===== config.mk =====
export PLATFORM = sky130hd
export DESIGN_NAME = gpt_port
export DESIGN_NICKNAME = d
export VERILOG_FILES = /design/src/verilog/gpt_pkg.sv /design/src/verilog/gpt_level_map.sv /design/src/verilog/gpt_pin_mux.sv /design/src/verilog/gpt_port.sv
export SDC_FILE = /design/constraint.sdc
export NUM_CORES = 1
export LEC_CHECK = 0
export ABC_AREA = 1
export BUFFER_PORTS_ARGS = -buffer_cell sky130_fd_sc_hd__clkbuf_2
export CAP_MARGIN = 20
export CORE_AREA = 2 2 88 73
export CTS_CLUSTER_DIAMETER = 40
export DETAILED_ROUTE_END_ITERATION = 8
export DIE_AREA = 0 0 90 75
export PLACE_DENSITY_LB_ADDON = 0.2
export SYNTH_ARGS = -nofsm -noshare
export SYNTH_HDL_FRONTEND = slang
export SYNTH_SLANG_ARGS = --single-unit

===== constraint.sdc =====
create_clock -name core_clk -period 3.2 [get_ports core_clk]
set_input_delay 0.48 -clock core_clk [delete_from_list [all_inputs] [get_ports core_clk]]
set_output_delay 0.48 -clock core_clk [all_outputs]
set_load 0.02 [all_outputs]

===== src/verilog/gpt_pkg.sv =====
// package: register map, reset values and debug levels of the trace-capable port
package gpt_pkg;
    localparam int          GPT_WIDTH       = 8;
    localparam int          GPT_AW          = 32;
    // byte addresses of the three registers (one aligned word each)
    localparam logic [31:0] GPT_OFS_DATA    = 32'hfffff0d0;
    localparam logic [31:0] GPT_OFS_DIR     = 32'hfffff0d4;
    localparam logic [31:0] GPT_OFS_FUNC    = 32'hfffff0d8;
    // reset values
    localparam logic [7:0]  GPT_RST_DIR     = 8'h00;
    localparam logic [7:0]  GPT_RST_FUNC    = 8'h00;
    localparam logic [7:0]  GPT_RST_LATCH   = 8'hff;
    localparam logic [7:0]  GPT_FUNC_ALL    = 8'hff;
    localparam logic [3:0]  GPT_WHOLE_BYTE  = 4'h1;
    localparam logic [31:0] GPT_UNMAPPED    = 32'h00000000;
    // active debug level as presented by the debug unit
    typedef enum logic [2:0] {
        GPT_LVL0,
        GPT_LVL1,
        GPT_LVL3,
        GPT_LVL5
    } gpt_level_t;
    // what one 8-bit port carries
    typedef enum logic [1:0] {
        GPT_SRC_PORT,
        GPT_SRC_TDATA,
        GPT_SRC_TCTRL
    } gpt_src_t;
endpackage


===== src/verilog/gpt_level_map.sv =====
// debug-level to port-function mapping for both ports
`timescale 1ns/100ps
module gpt_level_map
    import gpt_pkg::*;
(
    input  wire gpt_level_t  debug_level,
    input  wire logic [7:0]  func_reg,
    output gpt_src_t         main_src,
    output gpt_src_t         comp_src
);
    wire func_full = (func_reg == GPT_FUNC_ALL);

    // ********************************
    // level table
    // ********************************
    always_comb begin
        main_src = GPT_SRC_PORT;
        comp_src = GPT_SRC_PORT;
        case (debug_level)
            GPT_LVL0: begin
                main_src = GPT_SRC_PORT;                    // see [RQ7]
                comp_src = GPT_SRC_PORT;                    // see [RQ8]
            end
            GPT_LVL1: begin
                main_src = GPT_SRC_PORT;                    // see [RQ7]
                comp_src = GPT_SRC_TCTRL;                   // see [RQ8]
            end
            GPT_LVL3: begin
                main_src = func_full ? GPT_SRC_TDATA : GPT_SRC_PORT;  // see [RQ7]
                comp_src = func_full ? GPT_SRC_PORT : GPT_SRC_TDATA;  // see [RQ8]
            end
            GPT_LVL5: begin
                main_src = GPT_SRC_TDATA;                   // see [RQ7]
                comp_src = GPT_SRC_TCTRL;                   // see [RQ8]
            end
            default: begin
                main_src = GPT_SRC_PORT;
                comp_src = GPT_SRC_PORT;
            end
        endcase
    end
endmodule // gpt_level_map


===== src/verilog/gpt_pin_mux.sv =====
// per-pin output selection between port latch and trace signal
`timescale 1ns/100ps
module gpt_pin_mux
    import gpt_pkg::*;
#(
    parameter int WIDTH = GPT_WIDTH
) (
    input  wire gpt_src_t          src,
    input  wire logic [WIDTH-1:0]  func_bits,
    input  wire logic [WIDTH-1:0]  dir_bits,
    input  wire logic [WIDTH-1:0]  latch,
    input  wire logic [WIDTH-1:0]  trace_data,
    input  wire logic [WIDTH-1:0]  trace_ctrl,
    output logic      [WIDTH-1:0]  pin_o,
    output logic      [WIDTH-1:0]  pin_oe
);
    // trace needs both the level and the pin's own function bit
    wire [WIDTH-1:0] trace_sel = (src != GPT_SRC_PORT) ? func_bits : '0;   // see [RQ5]
    wire [WIDTH-1:0] trace_val = (src == GPT_SRC_TCTRL) ? trace_ctrl : trace_data;

    assign pin_o  = (trace_sel & trace_val) | (~trace_sel & latch);  // see [RQ4]
    assign pin_oe = trace_sel | dir_bits;                            // see [RQ1]
endmodule // gpt_pin_mux


===== src/verilog/gpt_port.sv =====
// trace-capable 8-bit general-purpose port with avalon-mm registers
//
// Design decision made here: register access over Avalon-MM.
`timescale 1ns/100ps

// Contract
// [RQ1] Each of the eight pins is an input when its direction bit is 0 and an output when 1.
// [RQ2] Reset clears the direction and function registers so all pins start as inputs.
// [RQ3] Reset presets the output latch to all ones while pins stay inputs.
// [RQ4] Each pin may carry a trace signal instead of port data when its function bit is 1.
// [RQ5] A pin drives trace only when the debug level and its function bit both call for it.
// [RQ6] Software writes the function register as a whole byte only.
// [RQ7] This port is plain at levels 0 and 1, data at level 3 only if function is ff, data at 5.
// [RQ8] Companion: plain at 0, control at 1, at 3 plain if function is ff else data, control at 5.
// [RQ9] The debug tool sets up the port registers whenever trace output is needed.
// [RQ10] Software should not use the port as plain i/o while a probe uses it for trace.
// [RQ11] Reading data returns pin levels for inputs and latch values for outputs.
module gpt_port
    import gpt_pkg::*;
#(
    parameter int WIDTH = GPT_WIDTH
) (
    input  wire logic              core_clk,
    input  wire logic              rst_n,
    // avalon-mm slave
    input  wire logic [GPT_AW-1:0] avs_address,
    input  wire logic              avs_read,
    input  wire logic              avs_write,
    input  wire logic [31:0]       avs_writedata,
    input  wire logic [3:0]        avs_byteenable,
    output logic      [31:0]       avs_readdata,
    output logic                   avs_waitrequest,
    // debug unit
    input  wire gpt_level_t        debug_level,
    input  wire logic [WIDTH-1:0]  trace_data_output,
    input  wire logic [WIDTH-1:0]  trace_control_output,
    // this port's pins
    input  wire logic [WIDTH-1:0]  port_pin_i,
    output logic      [WIDTH-1:0]  port_pin_o,
    output logic      [WIDTH-1:0]  port_pin_oe,
    // companion port trace drive (its port logic lives elsewhere)
    input  wire logic [WIDTH-1:0]  companion_direction_control,
    input  wire logic [WIDTH-1:0]  companion_latch,
    output logic      [WIDTH-1:0]  comp_pin_o,
    output logic      [WIDTH-1:0]  comp_pin_oe
);
    // ********************************
    // registers
    // ********************************
    logic [WIDTH-1:0] latch_reg;
    logic [WIDTH-1:0] latch_next;
    logic [WIDTH-1:0] dir_reg;
    logic [WIDTH-1:0] dir_next;
    logic [WIDTH-1:0] func_reg;
    logic [WIDTH-1:0] func_next;
    logic [31:0]      rdata_reg;
    logic [31:0]      rdata_next;
    logic             ack_reg;
    gpt_src_t         main_src;
    gpt_src_t         comp_src;

    // ********************************
    // bus decode
    // ********************************
    // one wait cycle: request is answered on the edge after ack_reg rises
    wire req      = avs_read | avs_write;
    wire take     = req & ack_reg;
    wire hit_data = (avs_address == GPT_OFS_DATA);
    wire hit_dir  = (avs_address == GPT_OFS_DIR);
    wire hit_func = (avs_address == GPT_OFS_FUNC);
    wire lane0    = avs_byteenable[0];
    wire wr_data  = take & avs_write & hit_data & lane0;
    wire wr_dir   = take & avs_write & hit_dir & lane0;
    // partial byte never occurs on an 8-bit field; be[0] carries the byte
    wire wr_func  = take & avs_write & hit_func &
                    (avs_byteenable[0] == GPT_WHOLE_BYTE[0]);    // see [RQ6]
    wire [WIDTH-1:0] data_view = (dir_reg & latch_reg) | (~dir_reg & port_pin_i);    // see [RQ11]

    assign latch_next = wr_data ? avs_writedata[WIDTH-1:0] : latch_reg;
    assign dir_next   = wr_dir  ? avs_writedata[WIDTH-1:0] : dir_reg;      // see [RQ1]
    assign func_next  = wr_func ? avs_writedata[WIDTH-1:0] : func_reg;     // see [RQ4]
    assign rdata_next = hit_data ? {{(32-WIDTH){1'b0}}, data_view} :
                        hit_dir  ? {{(32-WIDTH){1'b0}}, dir_reg} :
                        hit_func ? {{(32-WIDTH){1'b0}}, func_reg} : GPT_UNMAPPED;
    assign avs_waitrequest = req & ~ack_reg;
    assign avs_readdata    = rdata_reg;

    // register file; reset values give an all-input port
    always_ff @(posedge core_clk or negedge rst_n) begin
        if (!rst_n) begin
            latch_reg <= GPT_RST_LATCH;     // see [RQ3]
            dir_reg   <= GPT_RST_DIR;       // see [RQ2]
            func_reg  <= GPT_RST_FUNC;      // see [RQ2]
        end else begin
            latch_reg <= latch_next;
            dir_reg   <= dir_next;
            func_reg  <= func_next;
        end
    end

    // handshake: ack toggles low after each accepted request
    always_ff @(posedge core_clk or negedge rst_n) begin
        if (!rst_n) begin
            ack_reg   <= 1'b0;
            rdata_reg <= GPT_UNMAPPED;
        end else begin
            ack_reg   <= req & ~ack_reg;
            rdata_reg <= (req & ~ack_reg & avs_read) ? rdata_next : rdata_reg;
        end
    end

    // ********************************
    // pin muxing
    // ********************************
    gpt_level_map u_map (
        .debug_level (debug_level),
        .func_reg    (func_reg),
        .main_src    (main_src),
        .comp_src    (comp_src)
    );

    gpt_pin_mux #(.WIDTH(WIDTH)) u_main (
        .src        (main_src),
        .func_bits  (func_reg),
        .dir_bits   (dir_reg),
        .latch      (latch_reg),
        .trace_data (trace_data_output),
        .trace_ctrl (trace_control_output),
        .pin_o      (port_pin_o),
        .pin_oe     (port_pin_oe)
    );

    // companion follows the same function bits, per the shared table
    gpt_pin_mux #(.WIDTH(WIDTH)) u_comp (
        .src        (comp_src),
        .func_bits  (func_reg),
        .dir_bits   (companion_direction_control),
        .latch      (companion_latch),
        .trace_data (trace_data_output),
        .trace_ctrl (trace_control_output),
        .pin_o      (comp_pin_o),
        .pin_oe     (comp_pin_oe)
    );
endmodule // gpt_port

==> impl_results.md <==
- Status: finished clean
- Root Driver: clkbuf_8
- Final period util: 78.3%
- #FFs+latches synth: 33
- Post-Synthesis Cells: 386
- Hold buffers post-CTS: 0
- Detailed Route WL: 6.76 mm
- Hold WS: 0.282 ns
- P_leak: 2.05 nW
- First-pass GRT wire length: 10.9 mm
- Crit path largest cell delay: 0.44 ns
- Chip height: 75 um
- Largest family of logic cells by synthesized area: simple AND/OR/NAND/NOR gates
- Diodes inserted: 0
- Fmax: 0.399 GHz
- Post-Synth Simple-Gate Area: 41.7%
- Post-Synth Adder-Cell Area: 0%
- HP Class: input port to async pin
- Slowest CP cell: dfrtp_1
- Layout Skew: 0.00431 ns
- Area leader, netlist: dfrtp_1
- Synth Area per Inst: 6.71 sq um
- Syn. warnings: 0
- Nets: 630
- Vias per cell: 4.55
- Endpoints failing setup: 0
- Hold Violations, Final: 0
- Final count of pins violating max slew: 0
- Clock Sinks: 33
- Mean routed wirelength per cell: 11.3 um
- Crit path DAT: 2.03 ns
- Clock Path Buffers: 2
- Pwr per Cell Area: 289 nW/um^2
- Clock slew at reported path FFs: 0.07 ns
- Synth area leaders: dfrtp_1 (24%), nand2_1 (23%), dfstp_2 (8.1%), nand3_1 (7.7%), buf_4 (7.0%)
- Largest net degree at the start of global routing: 34
- Worst-path maximum fanout: 8
- 1st-pass router iterations: 4
- Iter 0 DRT Violations: 186
- Critical Path, Cell by Cell: nand2_1 -> nor2_1 -> nand4_1 -> nand2_1 -> nand3_1 -> o21ai_0 -> clkbuf_2
- Min Tclk post-route: 2.51 ns
- Slew HR: 43.5%
- Final total negative setup slack: 0 ns
- CTS buffer count: 5
- Global route total overflow: 0
- Sequential fraction of the synthesis area: 32.3%
- Worst-Margin Slew: 0.847 ns
- Type of the worst setup path: register to output port
- Clock Latency Late Sink: 0.29 ns
- Multiplexer share of the synthesized area: 0%
- Crit path buffers/inverters: 1
- Core Region: 5820 sq um
- # IOs: 180
- Synth Area in XOR/XNOR: 0%
- Total GRT Usage: 20.3%
- DRC: 0
- Max-cap violations: 0
- Post-CTS repair timing setup buffer count: 0
- # resized after CTS: 0
- Post-synth top area share: 24.1%
- Final RePlAce weighted congestion: 0.774
- Post-DP HPWL: 5.30 mm
- Worst VDD drop: 0.000162 V
- Worst path most repeated cell: nand2_1
- Width of the die: 90 um
- Post-synth cell types: 23
- Number of H-tree levels: 2
- Port bufs: 128
- Cell class contributing the biggest share of worst-path delay: simple AND/OR/NAND/NOR gates
- Total vias in the final route: 2717
- Area delta synth->final: 27.1%
- Initial antenna violation count: 0
- Critical Path RT: 2.72 ns
- Post-route ant nets: 0
- Vias in the first global route: 2473
- Post-synthesis compound-gate area fraction: 10.0%
- Worst setup EP type: output port
- Layout cell share with drive strength beyond 1: 35.1%
- Rows: 25
- Die area: 6750 sq um
- Synthesized area: 2590 sq um
- Unrepaired setup endpoints after global routing: false
- Initial Util: 44.5%
- Crit start category: register
- CTS tree: built
==> final timing paths <==
path / end / from / depth (start not counted) / slack (ns)
worst max-delay path: port_pin_o[7] / func_reg[4]$_DFFE_PN0P_ / 7 / 0.69
worst min-delay path: func_reg[0]$_DFFE_PN0P_ / rst_n / 1 / 0.28
worst max register to register: dir_reg[1]$_DFFE_PN0P_ / ack_reg$_DFF_PN0_ / 5 / 1.77
worst min register to register: avs_readdata[3]$_DFFE_PN0P_ / avs_readdata[3]$_DFFE_PN0P_ / 2 / 0.48
max in group asynchronous: dir_reg[6]$_DFFE_PN0P_ / rst_n / 1 / 2.38
min in group core_clk: func_reg[0]$_DFFE_PN0P_ / avs_writedata[0] / 3 / 0.40
==> cell usage after synthesis, drive strengths merged <==
cell type  count
nor2          21
nand2        169
nor3           1
nand3         42
dfrtp         25
or2            1
dfstp          8
o21ai         40
clkbuf         1
buf           29
nand4          1
inv           47
conb           1
==> power breakdown <==
| group | switching (mW) | internal [mW] |
|---|---|---|
| Clock | 0.159 | 0.194 |
| Sequential | 0.00112 | 0.419 |
| Combinational | 0.115 | 0.0640 |
==> cell type report <==
type                       instances  area (sq um)
clock buffer                       7          96.3
clock inverter                     1          5.00
fill                             626          2520
inverter                          47           176
multi-input combinational        299          1430
sequential                        33           836
tap                               81           101
timing repair buffer             129           648
==> per-layer routing <==
metal / vias to the layer above / track usage, % / share of wire [%]
li1: 1409 / - / -
met1: 1190 / 24.3 / 42
met2: 110 / 35.7 / 48
met3: 8 / 5.91 / 8.7
met4: 0 / 7.18 / 1.4
met5: - / 0 / 0
==> per-stage QoR <==
step	worst slack (ns)	area, sq um	power [mW]	utilization [%]	instances
3_3_place_gp	0.892	3190	0.604	54.9	589
4_1_cts	0.716	3290	0.962	56.6	597
6_report	0.693	3290	0.953	56.6	597
2_1_floorplan	1.25	2680	0.545	-	409
3_5_place_dp	0.875	3190	0.607	54.9	589
5_1_grt	0.565	3290	1.00	56.6	597
==> logic make-up after synthesis <==
group	after synthesis
flops	33
buf+inv	77
other cells	1
simple gates	235
compound gates	40
==> placed cells by master (no fill, tap or decap) <==
cell	synthesis	layout
nor2_1	11	11
nand4_1	1	1
o21ai_2	16	16
nand2_4	2	2
nor2_2	5	5
conb_1	1	24
nand2_2	5	5
or2_0	1	1
clkinv_2	0	1
nand3_1	40	40
o21ai_1	8	8
nand3_4	2	2
buf_4	24	1
nor2_8	3	3
nor3_4	1	1
dfrtp_1	25	25
dfstp_2	8	8
nand2_1	162	162
clkbuf_8	0	7
clkbuf_2	0	128
nor2_4	2	2
o21ai_0	16	16
inv_1	47	47
Power figures use the tool's default switching activity.
